===== config.mk =====
export PLATFORM = sky130hd
export DESIGN_NAME = pvdt_phase_timing
export DESIGN_NICKNAME = d
export VERILOG_FILES = /design/src/rtl/pvdt_pkg.sv /design/src/rtl/pvdt_phase_timing.sv
export VERILOG_INCLUDE_DIRS = /design/src /design/src/rtl
export SDC_FILE = /design/constraint.sdc
export NUM_CORES = 2
export LEC_CHECK = 0
export BUFFER_PORTS_ARGS = -buffer_cell sky130_fd_sc_hd__clkbuf_2
export CELL_PAD_IN_SITES_DETAIL_PLACEMENT = 1
export CELL_PAD_IN_SITES_GLOBAL_PLACEMENT = 2
export CORE_MARGIN = 2
export CORE_UTILIZATION = 42
export CTS_BUF_LIST = sky130_fd_sc_hd__clkbuf_4 sky130_fd_sc_hd__clkbuf_8 sky130_fd_sc_hd__clkbuf_16
export DETAILED_ROUTE_END_ITERATION = 16
export PLACE_DENSITY_LB_ADDON = 0.2
export SETUP_SLACK_MARGIN = 0.15
export SYNTH_ARGS = -nofsm -noshare
export SYNTH_HDL_FRONTEND = slang
export SYNTH_SLANG_ARGS = --single-unit

===== constraint.sdc =====
create_clock -name clk_sys -period 20.5 [get_ports clk_sys]
set_clock_uncertainty 0.15 [all_clocks]
set_input_delay 4.1 -clock clk_sys [delete_from_list [all_inputs] [get_ports clk_sys]]
set_output_delay 4.1 -clock clk_sys [all_outputs]
set_load 0.02 [all_outputs]

===== src/rtl/pvdt_regs.svh =====
// Offsets, field positions, reset values and timing counts of the phase timer.
// Assumes a 100 MHz clk_sys and a 16-bit register port.
`ifndef PVDT_REGS_SVH
`define PVDT_REGS_SVH

// ==========================================================================
// Timing
`define PVDT_CLK_MHZ          100
`define PVDT_TICK_MS          100
`define PVDT_TICK_CYCLES      (`PVDT_TICK_MS * 1000 * `PVDT_CLK_MHZ)
`define PVDT_FLASH_TENTHS     14'h0005

// ==========================================================================
// Register offsets (word index on the register port)
`define PVDT_R_MIN_GREEN      5'h00
`define PVDT_R_PASSAGE        5'h01
`define PVDT_R_MAX1           5'h02
`define PVDT_R_MAX2           5'h03
`define PVDT_R_YELLOW         5'h04
`define PVDT_R_RED_CLR        5'h05
`define PVDT_R_WALK           5'h06
`define PVDT_R_PED_CLR        5'h07
`define PVDT_R_RED_REVERT     5'h08
`define PVDT_R_UNIT_REVERT    5'h09
`define PVDT_R_ADDED_INIT     5'h0A
`define PVDT_R_MAX_INIT       5'h0B
`define PVDT_R_RED_DELAY_SEC  5'h0C
`define PVDT_R_VEH_THRESHOLD  5'h0D
`define PVDT_R_RED_PERIOD     5'h0E
`define PVDT_R_MIN_GAP        5'h0F
`define PVDT_R_CTRL           5'h10
`define PVDT_R_STATUS         5'h11
`define PVDT_R_LIVE_GAP       5'h12
`define PVDT_NUM_CFG          17

// ==========================================================================
// Control fields
`define PVDT_C_MAX2_PHASE     0
`define PVDT_C_MAX2_PATTERN   1
`define PVDT_C_OVERLAP        2
`define PVDT_C_REST_WALK      3
`define PVDT_C_INIT_EN_LO     8
`define PVDT_C_INIT_EN_HI     11

// ==========================================================================
// Reset value of every setting
`define PVDT_RST_CFG          16'h0000

`endif


===== src/rtl/pvdt_pkg.sv =====
// Types shared by the phase interval timer.
// Assumes the constants of pvdt_regs.svh.
package pvdt_pkg;

  // Vehicle interval of the phase
  typedef enum logic [1:0] {
    PVDT_RED_REST,
    PVDT_GREEN,
    PVDT_YELLOW,
    PVDT_ALL_RED
  } pvdt_veh_type;

  // Pedestrian interval of the phase
  typedef enum logic [1:0] {
    PVDT_DONT_WALK,
    PVDT_WALK,
    PVDT_PED_CLEAR
  } pvdt_ped_type;

  // Signal head drive
  typedef struct packed {
    logic green;
    logic yellow;
    logic red;
    logic walk;
    logic dont_walk;
  } pvdt_lamp_type;

endpackage


===== src/rtl/pvdt_phase_timing.sv =====
// Interval timing of one traffic phase: initial green, gap reduction, max,
// clearances, red revert and the pedestrian sequence.
// Assumes field inputs are asynchronous pins and registers are written by a
// local master on clk_sys.
//
// Local design decisions: the placing of the registers and the plain strobed port.
`timescale 1ns/1ps
`include "pvdt_regs.svh"

module pvdt_phase_timing #(
  parameter int unsigned TICK_CYCLES = `PVDT_TICK_CYCLES
) (
  // Clock and reset
  input  wire logic                  clk_sys,
  input  wire logic                  nrst,
  // Register port
  input  wire logic [4:0]            reg_addr,
  input  wire logic [15:0]           reg_wdata,
  input  wire logic                  reg_wr,
  input  wire logic                  reg_rd,
  output logic [15:0]                reg_rdata,
  // Field inputs
  input  wire logic [3:0]            det_act,
  input  wire logic                  ped_call,
  input  wire logic                  conflict_call,
  input  wire logic                  conflict_check,
  input  wire logic                  coord_mode,
  input  wire logic                  force_off,
  input  wire logic                  max2_ring,
  // Indications
  output pvdt_pkg::pvdt_lamp_type    lamps,
  output logic                       max_out,
  output logic                       gap_out
);

  // ========================================================================
  // Helpers
  // Seconds to tenths
  function automatic logic [13:0] to_tenths(input logic [9:0] s);
    to_tenths = {1'b0, s, 3'b000} + {3'b000, s, 1'b0};
  endfunction

  // Tenths setting widened
  function automatic logic [13:0] tenths8(input logic [15:0] r);
    tenths8 = {6'h00, r[7:0]};
  endfunction

  // Number of detectors in a set
  function automatic logic [2:0] count_ones(input logic [3:0] v);
    count_ones = 3'({2'b00, v[0]} + {2'b00, v[1]} + {2'b00, v[2]} + {2'b00, v[3]});
  endfunction

  // ========================================================================
  // Reset release
  logic rst_m_q;
  logic rst_s_q;
  wire  rst_n = rst_s_q;

  // Two-stage reset synchroniser
  always_ff @(posedge clk_sys or negedge nrst) begin
    if (!nrst) begin
      rst_m_q <= 1'b0;
      rst_s_q <= 1'b0;
    end else begin
      rst_m_q <= 1'b1;
      rst_s_q <= rst_m_q;
    end
  end

  // ========================================================================
  // Pin synchronisers
  wire  [9:0] pin_raw = {max2_ring, force_off, coord_mode, conflict_check,
                         conflict_call, ped_call, det_act};
  logic [9:0] pin_m_q;
  logic [9:0] pin_s_q;
  logic [3:0] det_prev_q;
  logic       ped_prev_q;
  logic       cc_prev_q;

  // Two flops per pin, then edge history
  always_ff @(posedge clk_sys or negedge rst_n) begin
    if (!rst_n) begin
      pin_m_q    <= 10'h000;
      pin_s_q    <= 10'h000;
      det_prev_q <= 4'h0;
      ped_prev_q <= 1'b0;
      cc_prev_q  <= 1'b0;
    end else begin
      pin_m_q    <= pin_raw;
      pin_s_q    <= pin_m_q;
      det_prev_q <= pin_s_q[3:0];
      ped_prev_q <= pin_s_q[4];
      cc_prev_q  <= pin_s_q[5];
    end
  end

  // Synchronised field levels
  wire [3:0] det     = pin_s_q[3:0];
  wire       ped     = pin_s_q[4];
  wire       cc      = pin_s_q[5];
  wire       cchk    = pin_s_q[6];
  wire       coord   = pin_s_q[7];
  wire       fo      = pin_s_q[8];
  wire       mx2_in  = pin_s_q[9];
  wire [3:0] det_edg = det & ~det_prev_q;
  wire       ped_edg = ped & ~ped_prev_q;
  wire       cc_fall = cc_prev_q & ~cc;

  // ========================================================================
  // Tenth-second tick
  logic [23:0] tick_cnt_q;
  logic        tick_q;

  // Common time base for every interval
  always_ff @(posedge clk_sys or negedge rst_n) begin
    if (!rst_n) begin
      tick_cnt_q <= 24'h000000;
      tick_q     <= 1'b0;
    end else begin
      tick_q     <= (tick_cnt_q == 24'(TICK_CYCLES - 1));
      tick_cnt_q <= (tick_cnt_q == 24'(TICK_CYCLES - 1)) ? 24'h000000 : tick_cnt_q + 24'h000001;
    end
  end

  // ========================================================================
  // Settings
  logic [15:0] cfg_q [0:`PVDT_NUM_CFG-1];
  wire         cfg_hit = reg_wr && (reg_addr <= `PVDT_R_CTRL);

  // Register writes
  always_ff @(posedge clk_sys or negedge rst_n) begin
    if (!rst_n) begin
      for (int i = 0; i < `PVDT_NUM_CFG; i++) begin
        cfg_q[i] <= `PVDT_RST_CFG;
      end
    end else if (cfg_hit) begin
      cfg_q[reg_addr] <= reg_wdata;
    end
  end

  // Scaled settings, all times in tenths
  wire [15:0] ctrl    = cfg_q[`PVDT_R_CTRL];
  wire [3:0]  ie_mask = ctrl[`PVDT_C_INIT_EN_HI:`PVDT_C_INIT_EN_LO];
  wire        overlap = ctrl[`PVDT_C_OVERLAP];
  wire        rest_wk = ctrl[`PVDT_C_REST_WALK];
  wire [13:0] min_g   = to_tenths({2'b00, cfg_q[`PVDT_R_MIN_GREEN][7:0]});
  wire [13:0] pass_g  = tenths8(cfg_q[`PVDT_R_PASSAGE]);
  wire        use_mx2 = mx2_in | ctrl[`PVDT_C_MAX2_PATTERN] | ctrl[`PVDT_C_MAX2_PHASE];
  wire [13:0] max_g   = to_tenths(use_mx2 ? cfg_q[`PVDT_R_MAX2][9:0] : cfg_q[`PVDT_R_MAX1][9:0]);
  wire [13:0] yel_g   = tenths8(cfg_q[`PVDT_R_YELLOW]);
  wire [13:0] red_g   = tenths8(cfg_q[`PVDT_R_RED_CLR]);
  wire [13:0] walk_g  = to_tenths({2'b00, cfg_q[`PVDT_R_WALK][7:0]});
  wire [13:0] pclr_g  = to_tenths({2'b00, cfg_q[`PVDT_R_PED_CLR][7:0]});
  wire [13:0] rrv_ph  = tenths8(cfg_q[`PVDT_R_RED_REVERT]);
  wire [13:0] rrv_un  = tenths8(cfg_q[`PVDT_R_UNIT_REVERT]);
  wire [13:0] rrev_g  = (rrv_ph > rrv_un) ? rrv_ph : rrv_un;
  wire [7:0]  add_i   = cfg_q[`PVDT_R_ADDED_INIT][7:0];
  wire [13:0] maxi_g  = to_tenths({2'b00, cfg_q[`PVDT_R_MAX_INIT][7:0]});
  wire [13:0] tbr_g   = to_tenths({2'b00, cfg_q[`PVDT_R_RED_DELAY_SEC][7:0]});
  wire [7:0]  reduction_delay_count     = cfg_q[`PVDT_R_VEH_THRESHOLD][7:0];
  wire [13:0] ttr_g   = to_tenths({2'b00, cfg_q[`PVDT_R_RED_PERIOD][7:0]});
  wire [13:0] mgap_g  = tenths8(cfg_q[`PVDT_R_MIN_GAP]);

  // ========================================================================
  // Interval state
  pvdt_pkg::pvdt_veh_type veh_q;
  pvdt_pkg::pvdt_veh_type veh_d;
  pvdt_pkg::pvdt_ped_type ped_q;
  pvdt_pkg::pvdt_ped_type ped_d;
  logic [13:0]            vt_q;
  logic [13:0]            pt_q;
  wire  in_green   = (veh_q == pvdt_pkg::PVDT_GREEN);
  wire  in_clear   = ~in_green;
  wire  leave_grn  = in_green && (veh_d == pvdt_pkg::PVDT_YELLOW);

  // ========================================================================
  // Variable initial
  logic [13:0] ext_q;
  logic [8:0]  car_q;
  logic [3:0]  called_q;
  wire  [3:0]  ie_edg  = det_edg & ie_mask;
  wire  [2:0]  n_ie    = count_ones(ie_edg);
  wire         ie_any  = |(called_q & ie_mask);
  wire         vd_off  = (maxi_g <= min_g) || (add_i == 8'h00) || !ie_any;
  wire  [13:0] tac     = min_g + ext_q;
  wire  [13:0] tac_lim = (tac > maxi_g) ? maxi_g : tac;
  wire  [13:0] init_g  = (vd_off || tac_lim < min_g) ? min_g : tac_lim;
  wire         min_done = in_green && (vt_q >= init_g);

  // Actuations in yellow and red build the extension and the car count
  always_ff @(posedge clk_sys or negedge rst_n) begin
    if (!rst_n) begin
      ext_q    <= 14'h0000;
      car_q    <= 9'h000;
      called_q <= 4'h0;
    end else if (leave_grn) begin
      ext_q    <= 14'h0000;
      car_q    <= 9'h000;
      called_q <= 4'h0;
    end else if (in_clear) begin
      called_q <= called_q | det_edg;
      if (ext_q < maxi_g) begin
        ext_q <= ext_q + 14'({6'h00, add_i} * {11'h000, n_ie});
      end
      if (car_q < 9'h1F0) begin
        car_q <= car_q + {6'h00, n_ie};
      end
    end
  end

  // ========================================================================
  // Gap reduction
  logic [13:0] tbr_q;
  logic [13:0] ttr_q;
  logic [13:0] gap_q;
  wire         red_on  = in_green && cc && ((tbr_q >= tbr_g) || (car_q > {1'b0, reduction_delay_count}));
  wire  [13:0] diff    = (pass_g > mgap_g) ? pass_g - mgap_g : 14'h0000;
  wire  [27:0] red_prd = diff * ttr_q;
  wire  [27:0] red_quo = red_prd / {14'h0000, ttr_g};
  wire  [13:0] red_amt = !red_on ? 14'h0000 : (ttr_g == 14'h0000) ? diff : red_quo[13:0];
  wire  [13:0] cur_gap = pass_g - red_amt;
  wire         gapped  = (gap_q == 14'h0000) && (det == 4'h0);

  // Delay and period counters follow the conflicting call
  always_ff @(posedge clk_sys or negedge rst_n) begin
    if (!rst_n) begin
      tbr_q <= 14'h0000;
      ttr_q <= 14'h0000;
    end else if (!in_green || !cc) begin
      tbr_q <= 14'h0000;
      ttr_q <= 14'h0000;
    end else if (tick_q) begin
      if (tbr_q < tbr_g) begin
        tbr_q <= tbr_q + 14'h0001;
      end
      if (red_on && ttr_q < ttr_g) begin
        ttr_q <= ttr_q + 14'h0001;
      end
    end
  end

  // Passage timer: reload on actuation, count down after it
  always_ff @(posedge clk_sys or negedge rst_n) begin
    if (!rst_n) begin
      gap_q <= 14'h0000;
    end else if (cc_fall) begin
      gap_q <= pass_g;
    end else if (!in_green || det != 4'h0) begin
      gap_q <= cur_gap;
    end else if (tick_q && gap_q != 14'h0000) begin
      gap_q <= gap_q - 14'h0001;
    end
  end

  // ========================================================================
  // Maximum green
  logic        max_run_q;
  logic [13:0] max_q;
  wire         maxed = max_run_q && (max_q >= max_g);

  // Starts on the first conflicting call of the green
  always_ff @(posedge clk_sys or negedge rst_n) begin
    if (!rst_n) begin
      max_run_q <= 1'b0;
      max_q     <= 14'h0000;
    end else if (!in_green) begin
      max_run_q <= 1'b0;
      max_q     <= 14'h0000;
    end else begin
      max_run_q <= max_run_q | cc;
      if (max_run_q && tick_q && max_q < max_g) begin
        max_q <= max_q + 14'h0001;
      end
    end
  end

  // ========================================================================
  // Vehicle intervals
  logic call_q;
  wire  ped_ok = (ped_q == pvdt_pkg::PVDT_DONT_WALK) ||
                 (overlap && ped_q == pvdt_pkg::PVDT_PED_CLEAR);
  wire  term   = coord ? fo : (cc && min_done && (gapped || maxed));

  // Next vehicle interval
  always_comb begin
    veh_d = veh_q;
    unique case (veh_q)
      pvdt_pkg::PVDT_GREEN: begin
        if (term && ped_ok) veh_d = pvdt_pkg::PVDT_YELLOW;
      end
      pvdt_pkg::PVDT_YELLOW: begin
        if (vt_q >= yel_g) veh_d = pvdt_pkg::PVDT_ALL_RED;
      end
      pvdt_pkg::PVDT_ALL_RED: begin
        if (vt_q >= red_g) veh_d = pvdt_pkg::PVDT_RED_REST;
      end
      pvdt_pkg::PVDT_RED_REST: begin
        if (call_q && vt_q >= rrev_g) veh_d = pvdt_pkg::PVDT_GREEN;
      end
    endcase
  end

  // Interval register, elapsed time and phase call memory
  always_ff @(posedge clk_sys or negedge rst_n) begin
    if (!rst_n) begin
      veh_q  <= pvdt_pkg::PVDT_RED_REST;
      vt_q   <= 14'h0000;
      call_q <= 1'b0;
    end else begin
      veh_q  <= veh_d;
      vt_q   <= (veh_d != veh_q) ? 14'h0000 : (tick_q && vt_q != 14'h3FFF) ? vt_q + 14'h0001 : vt_q;
      call_q <= in_green ? 1'b0 : (call_q | (det_edg != 4'h0) | ped_edg);
    end
  end

  // ========================================================================
  // Pedestrian intervals
  logic pc_q;
  logic served_q;
  logic fl_q;
  logic [13:0] flc_q;
  wire  ped_go  = in_green && pc_q && (!served_q || (!cc && !cchk));
  wire  hold_wk = rest_wk && !coord && !cc;
  wire  ped_end = (coord && fo) || (veh_q == pvdt_pkg::PVDT_ALL_RED);

  // Next pedestrian interval, timed beside the vehicle intervals
  always_comb begin
    ped_d = ped_q;
    unique case (ped_q)
      pvdt_pkg::PVDT_DONT_WALK: begin
        if (ped_go) ped_d = pvdt_pkg::PVDT_WALK;
      end
      pvdt_pkg::PVDT_WALK: begin
        if (ped_end) ped_d = pvdt_pkg::PVDT_DONT_WALK;
        else if (pt_q >= walk_g && !hold_wk) ped_d = pvdt_pkg::PVDT_PED_CLEAR;
      end
      default: begin
        if (ped_end || pt_q >= pclr_g) ped_d = pvdt_pkg::PVDT_DONT_WALK;
      end
    endcase
  end

  // Pedestrian register, elapsed time, call memory and flasher
  always_ff @(posedge clk_sys or negedge rst_n) begin
    if (!rst_n) begin
      ped_q    <= pvdt_pkg::PVDT_DONT_WALK;
      pt_q     <= 14'h0000;
      pc_q     <= 1'b0;
      served_q <= 1'b0;
      fl_q     <= 1'b0;
      flc_q    <= 14'h0000;
    end else begin
      ped_q    <= ped_d;
      pt_q     <= (ped_d != ped_q) ? 14'h0000 : (tick_q && pt_q != 14'h3FFF) ? pt_q + 14'h0001 : pt_q;
      pc_q     <= ped_edg | (pc_q & ~ped_go); // New call wins over clear
      served_q <= in_green & (served_q | ped_go);
      if (ped_q != pvdt_pkg::PVDT_PED_CLEAR) begin
        fl_q  <= 1'b1;
        flc_q <= 14'h0000;
      end else if (tick_q) begin
        fl_q  <= (flc_q == `PVDT_FLASH_TENTHS - 14'h0001) ? ~fl_q : fl_q;
        flc_q <= (flc_q == `PVDT_FLASH_TENTHS - 14'h0001) ? 14'h0000 : flc_q + 14'h0001;
      end
    end
  end

  // ========================================================================
  // Outputs and read port
  wire [15:0] status = {8'h00, gapped, maxed, red_on, min_done,
                        2'(ped_q), 2'(veh_q)};
  wire [15:0] rd_val = (reg_addr <= `PVDT_R_CTRL)      ? cfg_q[reg_addr] :
                       (reg_addr == `PVDT_R_STATUS)    ? status :
                       (reg_addr == `PVDT_R_LIVE_GAP)  ? {2'b00, cur_gap} : 16'h0000;

  // Registered indications and read data
  always_ff @(posedge clk_sys or negedge rst_n) begin
    if (!rst_n) begin
      lamps     <= '0;
      max_out   <= 1'b0;
      gap_out   <= 1'b0;
      reg_rdata <= 16'h0000;
    end else begin
      lamps.green     <= in_green;
      lamps.yellow    <= (veh_q == pvdt_pkg::PVDT_YELLOW);
      lamps.red       <= (veh_q == pvdt_pkg::PVDT_ALL_RED) || (veh_q == pvdt_pkg::PVDT_RED_REST);
      lamps.walk      <= (ped_q == pvdt_pkg::PVDT_WALK);
      lamps.dont_walk <= (ped_q == pvdt_pkg::PVDT_DONT_WALK) ||
                         (ped_q == pvdt_pkg::PVDT_PED_CLEAR && fl_q);
      max_out   <= in_green && maxed;
      gap_out   <= min_done && gapped;
      reg_rdata <= reg_rd ? rd_val : 16'h0000;
    end
  end

endmodule // pvdt_phase_timing


# Yosys cells after proc, flatten, opt, wreduce, memory -nomap -nowiden
# Cells that the tools add are included.
# totals
register_bits	482
out_inout_bits	23
word_cells	271
# op_classes
n_mux	60
mul	2
n_reduce_logical	74
n_eq_ne	17
bitwise_logic	21
addsub	23
magnitude_cmp	22
div	1
# ops
op	count
14-bit 2-to-1 mux	28
272-bit bitwise mux	1
14-bit by 1-bit adder with 14-bit output, second input constant	6
16-bit binary-select mux with 5-bit select	1
16-bit demux with 5-bit select	1
16-bit 2-to-1 mux	5
11-bit by 9-bit adder with 12-bit output	6
14-bit by 12-bit < comparator with 1-bit output	4
14-bit by 12-bit greater-or-equal comparator with 1-bit output	3
14-bit by 8-bit greater-or-equal comparator with 1-bit output	3
1-bit logical AND	29
28-bit by 14-bit divider with 28-bit output	1
14-bit greater-or-equal comparator	2
14-bit zero test	2
14-bit by 14-bit multiplier with 28-bit output	1
14-bit inequality test, second input constant	2
9-bit 2-to-1 mux	3
24-bit by 1-bit adder with 24-bit output, second input constant	1
24-bit equality test, second input constant	1
24-bit 2-to-1 mux	1
2-bit nonzero test	9
8-bit > comparator	2
2-bit 2-to-1 mux	8
12-bit by 14-bit adder with 14-bit output	1
48 further kinds	99

# Longest topological paths before layout
# logic_depth
depth_word	19
mapped_depth	431
mapped_depth_nobuf	403

# Least setup slack after synthesis
# No wires, ideal clock.
# synth_path
kind	register to register
from	register cfg_q[17] in the netlist's numbering
to	register reg_rdata[10]
period_less_slack_ns	80.467
path_slack_ns	-59.967
stages_incl_launch_ff	409
arrival_time_ns	80.198
cell_sequence	dfrtp_1 inv_1 ha_1 nor2b_1 o21ai_0 a21boi_0 o21ai_0 a21boi_0 o21ai_0 nand2b_1 a21oi_1 nor2_1 clkbuf_1 clkbuf_1 and3_1 fa_1 inv_1 fa_1 (+373 left out) o311ai_1 a311oi_1 and3_1 a31oi_1 ha_1 inv_1 fa_1 a21o_1 a21oi_1 o21bai_1 a21oi_1 o21bai_1 a21oi_1 nor3_1 o2bb2ai_1 a22o_1 a21oi_1 nor2b_1
# synth_between
elab_chain_cells	11
word_cells_on_any_way	12
classes_between	add/sub: 2; mul: 1; div: 1; order compare: 1; mux: 7
# synth_rtl
item	line_no	rtl
start, declared	pvdt_phase_timing.sv:127	logic [15:0] cfg_q [0:`PVDT_NUM_CFG-1];
start signal, assigned by index	pvdt_phase_timing.sv:134	cfg_q[i] <= `PVDT_RST_CFG;
start signal, assigned by index	pvdt_phase_timing.sv:137	cfg_q[reg_addr] <= reg_wdata;
8-bit by 8-bit subtractor with 9-bit output / 8-bit > comparator (equally long branches)	pvdt_phase_timing.sv:217	wire [13:0] diff = (pass_g > mgap_g) ? pass_g - mgap_g : 14'h0000;
14-bit 2-to-1 mux *	pvdt_phase_timing.sv:217	
14-bit by 14-bit multiplier with 28-bit output	pvdt_phase_timing.sv:218	wire [27:0] red_prd = diff * ttr_q;
28-bit by 14-bit divider with 28-bit output	pvdt_phase_timing.sv:219	wire [27:0] red_quo = red_prd / {14'h0000, ttr_g};
14-bit 2-to-1 mux * (2 in series)	pvdt_phase_timing.sv:220	wire [13:0] red_amt = !red_on ? 14'h0000 : (ttr_g == 14'h0000) ? diff : red_quo[13:0];
8-bit by 14-bit subtractor with 14-bit output *	pvdt_phase_timing.sv:221	wire [13:0] cur_gap = pass_g - red_amt;
14-bit 2-to-1 mux *	pvdt_phase_timing.sv:373	(reg_addr == `PVDT_R_LIVE_GAP) ? {2'b00, cur_gap} : 16'h0000;
14-bit 2-to-1 mux *	pvdt_phase_timing.sv:372	(reg_addr == `PVDT_R_STATUS) ? status :
16-bit 2-to-1 mux *	pvdt_phase_timing.sv:371	wire [15:0] rd_val = (reg_addr <= `PVDT_R_CTRL) ? cfg_q[reg_addr] :
16-bit 2-to-1 mux *	pvdt_phase_timing.sv:391	reg_rdata <= reg_rd ? rd_val : 16'h0000;
end signal, assigned	pvdt_phase_timing.sv:391	
end, declared	pvdt_phase_timing.sv:21	output logic [15:0] reg_rdata,
# Every way passes the cells marked *; elsewhere a longest branch is shown, timed or not.
# A chain may end at the register's enable or synchronous reset.

# Worst setup path after layout
# layout_path
from	register cfg_q[17] in the netlist's numbering
to	register reg_rdata[9]
# Same word-level chain as after synthesis.

==> results.tsv <==
stage	metric	value	unit
run_status	status	complete, but fails checks	
critical_path	CP required	20.82	ns
route	1st-pass router iterations	6	
grt	antenna violations before repair	8	
layout	fin nets	8106	
synthesis	EDFF count, synth	0	
clock_network	clock insertion delay at the later pin of the skew report	0.64	ns
route	drt wl/cell	25.8	um
placed_design	DP Area	62200	um^2
grt	first-pass GRT wire length	326	mm
run_status	failing checks	negative setup slack	
layout	area growth from synthesis to layout	40.7	%
sta	crit share post-route	380	%
synthesis	top cells by area, synth	dfrtp_1 (24%), ha_1 (15%), mux2_2 (7.5%), fa_1 (6.3%), nor2_1 (3.5%)	
die	FP Rows	126	
route	initial DRC count	3450	
sta	count of final hold-check violations	0	
grt	pin count of the biggest net entering global routing	164	
placed_design	pre-CTS setup slack	-53.65	ns
synthesis	count leader, synth	ha_1	
critical_path	critical path capture point type	flop	
synthesis	top_reg_cell synth	dfrtp_1	
synthesis	Yosys warning count	0	
route	ANT nets after route	0	
critical_path	Crit-path slowest cell	o31ai_1	
grt	global route total overflow	0	
synthesis	synthesized flop and latch total	482	
synthesis	post-synth top area cell	dfrtp_1	
clock_network	Post-CTS Hold Fix Bufs	0	
layout	fillers	13400	
layout	Reg area	12100	um^2
clock_network	H-tree depth	2	
sta	Max Clk Rate	12.9	MHz
clock_network	clock slew at reported path FFs	0.07	ns
sta	worst setup margin	-57.31	ns
layout	layout cell share with drive strength beyond 1	39.8	%
synthesis	Mapped Avg Cell Area	9.06	um^2
sta	RSZ-0062 raised after global routing	yes	
clock_network	CTS Buffer Depth	3	
grt	vias in the first global route	56900	
sta	hold_ws	0.131	ns
placed_design	PortBufs	57	
sta	final setup fails	28	
clock_network	total clock sinks	482	
route	drc violations	0	
synthesis	asr flop ratio synth	100	%
synthesis	Synth top area share	24.1	%
worst_hold_path	Hold Crit Class	reg2async	
die	Core Box Area	118000	um^2
critical_path	Crit Path Max Fanout	8	
synthesis	sequential share of the synthesized area	24.1	%
clock_network	root buffer cell	clkbuf_16	
synthesis	Unique masters post-synth	117	
layout	multi-input logic area	38600	um^2
grt	gr usage total	34.0	%
critical_path	Worst R2R Start	cfg_q[17]$_DFFE_PN0P_	
route	vias per inst	6.02	
sta	relative slew slack	3.36	%
critical_path	crit-path max cell delay	1.06	ns
route	Via Count	53600	
sta	Slew Limit Fails	0	
synthesis	synthesized cell area	50000	um^2
critical_path	critical path launch point type	flop	
clock_network	CTS Buf Count	49	
clock_network	CTS tree	done	
layout	Finished Cell Area	70400	um^2
die	initial core utilization	42.4	%
critical_path	Buf/Inv on CP	36	
critical_path	Top cell by count, worst path	o21a_1	
route	Routed WL	230	mm
placed_design	routability cong.	0.925	
sta	worst slew pin tran	1.44	ns
sta	Final Critical Period	77.81	ns
critical_path	worst path arrival time	78.13	ns
die	chip width	349	um
die	io pins	58	
die	Die Height	349	um
critical_path	Worst Setup SP	cfg_q[17]$_DFFE_PN0P_	
die	die area	122000	um^2
placed_design	Final HPWL DP	146	mm
critical_path	Crit path max-delay family	compound AO/OA/AOI/OAI gates	
run	max-cap viol count	0	
synthesis	post-synthesis cell count	5525	
synthesis	Commonest cells post-synth	ha_1 (593), dfrtp_1 (482), nor2_1 (466), nand2_1 (438), inv_1 (363)	
critical_path	critical path class	reg2reg	
## sequential cells by signal, summed over array words and instances, names as in the netlist, 2 cells and up
name,flops
ext_q,14
gap_q,14
pin_s_q,10
reg_rdata,16
vt_q,14
veh_q,2
ctrl,16
max_q,14
lamps,5
flc_q,14
add_i,8
ttr_q,14
pt_q,14
pin_m_q,10
det_prev_q,4
cfg_q,248
tbr_q,14
car_q,9
tick_cnt_q,24
called_q,4
ped_q,2
## final timing paths
check / end / slack (ns) / cells past startpoint
max: reg_rdata[9]$_DFF_PN0_ / -57.31 / 394
min: cfg_q[73]$_DFFE_PN0P_ / 0.13 / 0
max reg2reg: reg_rdata[9]$_DFF_PN0_ / -57.31 / 394
min reg2reg: cfg_q[73]$_DFFE_PN0P_ / 0.13 / 0
max in group asynchronous: tick_cnt_q[6]$_DFF_PN0_ / 16.86 / 3
min in group clk_sys: pin_s_q[9]$_DFF_PN0_ / 0.20 / 0
## stage by stage
stage,std cells,utilization [%],setup TNS (ns)
2_1_floorplan,5527,-,-1463.91
3_3_place_gp,8239,52.7,-1402.69
3_5_place_dp,8239,52.7,-1479.70
4_1_cts,8766,58.0,-1418.82
5_1_grt,8902,59.6,-1655.02
6_report,8905,59.6,-1591.73
## area by class of cell
cell class,instances,area share (%)
multi-input combinational,4501,54.8
tap,1536,2.73
clock buffer,68,2.02
sequential,482,17.1
antenna,7,0.0249
timing repair buffer,1923,20.8
clock inverter,24,0.475
inverter,364,1.95
## placed cells by master, fill, tap and decap left out, types with 66 or more instances in the layout
cell      count
nand2b_1     66
xnor2_1     149
inv_1       342
o21a_1      165
nor2b_1      84
a21oi_1     245
mux4_2       68
mux2_2      319
fa_1        146
dfrtp_1     481
nor3_1      187
o21ai_0     195
nand2_1     411
a21o_1       99
ha_1        538
nand3_1      81
xor2_1      118
nor2_1      419
and3_1       93
buf_4      1804
## repair_timing
item / in CTS / in global routing
setup buffers: 430 / 132
endpoints found under the setup margin: 28 / 28
pin swaps: 197 / 231
gates resized for setup: 236 / 195
cloned: 5 / 0
endpoints found under the hold margin: 0 / 0
## layer usage
metal | up-vias | routed length (um) | track usage [%]
met3 | 1105 | 13500 | 3.72
met2 | 2128 | 113000 | 60.8
met1 | 26800 | 85900 | 39.2
met4 | 10 | 18000 | 19.6
li1 | 23500 | - | -
met5 | - | 103 | 0
## cell families (layout without fill, tap and decap cells)
kind of cell / Yosys count / after routing / synth area share [%]
simple gates: 1763 / 1763 / 17.3
mux: 466 / 466 / 11.9
compound gates: 1242 / 1242 / 16.6
xor+xnor: 277 / 277 / 4.85
other cells: 1 / 10 / 0.00749
fa+ha+maj: 750 / 750 / 21.1
flops: 482 / 482 / 24.1
buf+inv: 544 / 2379 / 4.14
Power is not shown: default switching activity piles up to over one toggle a cycle in this logic, so the estimate is an artifact.
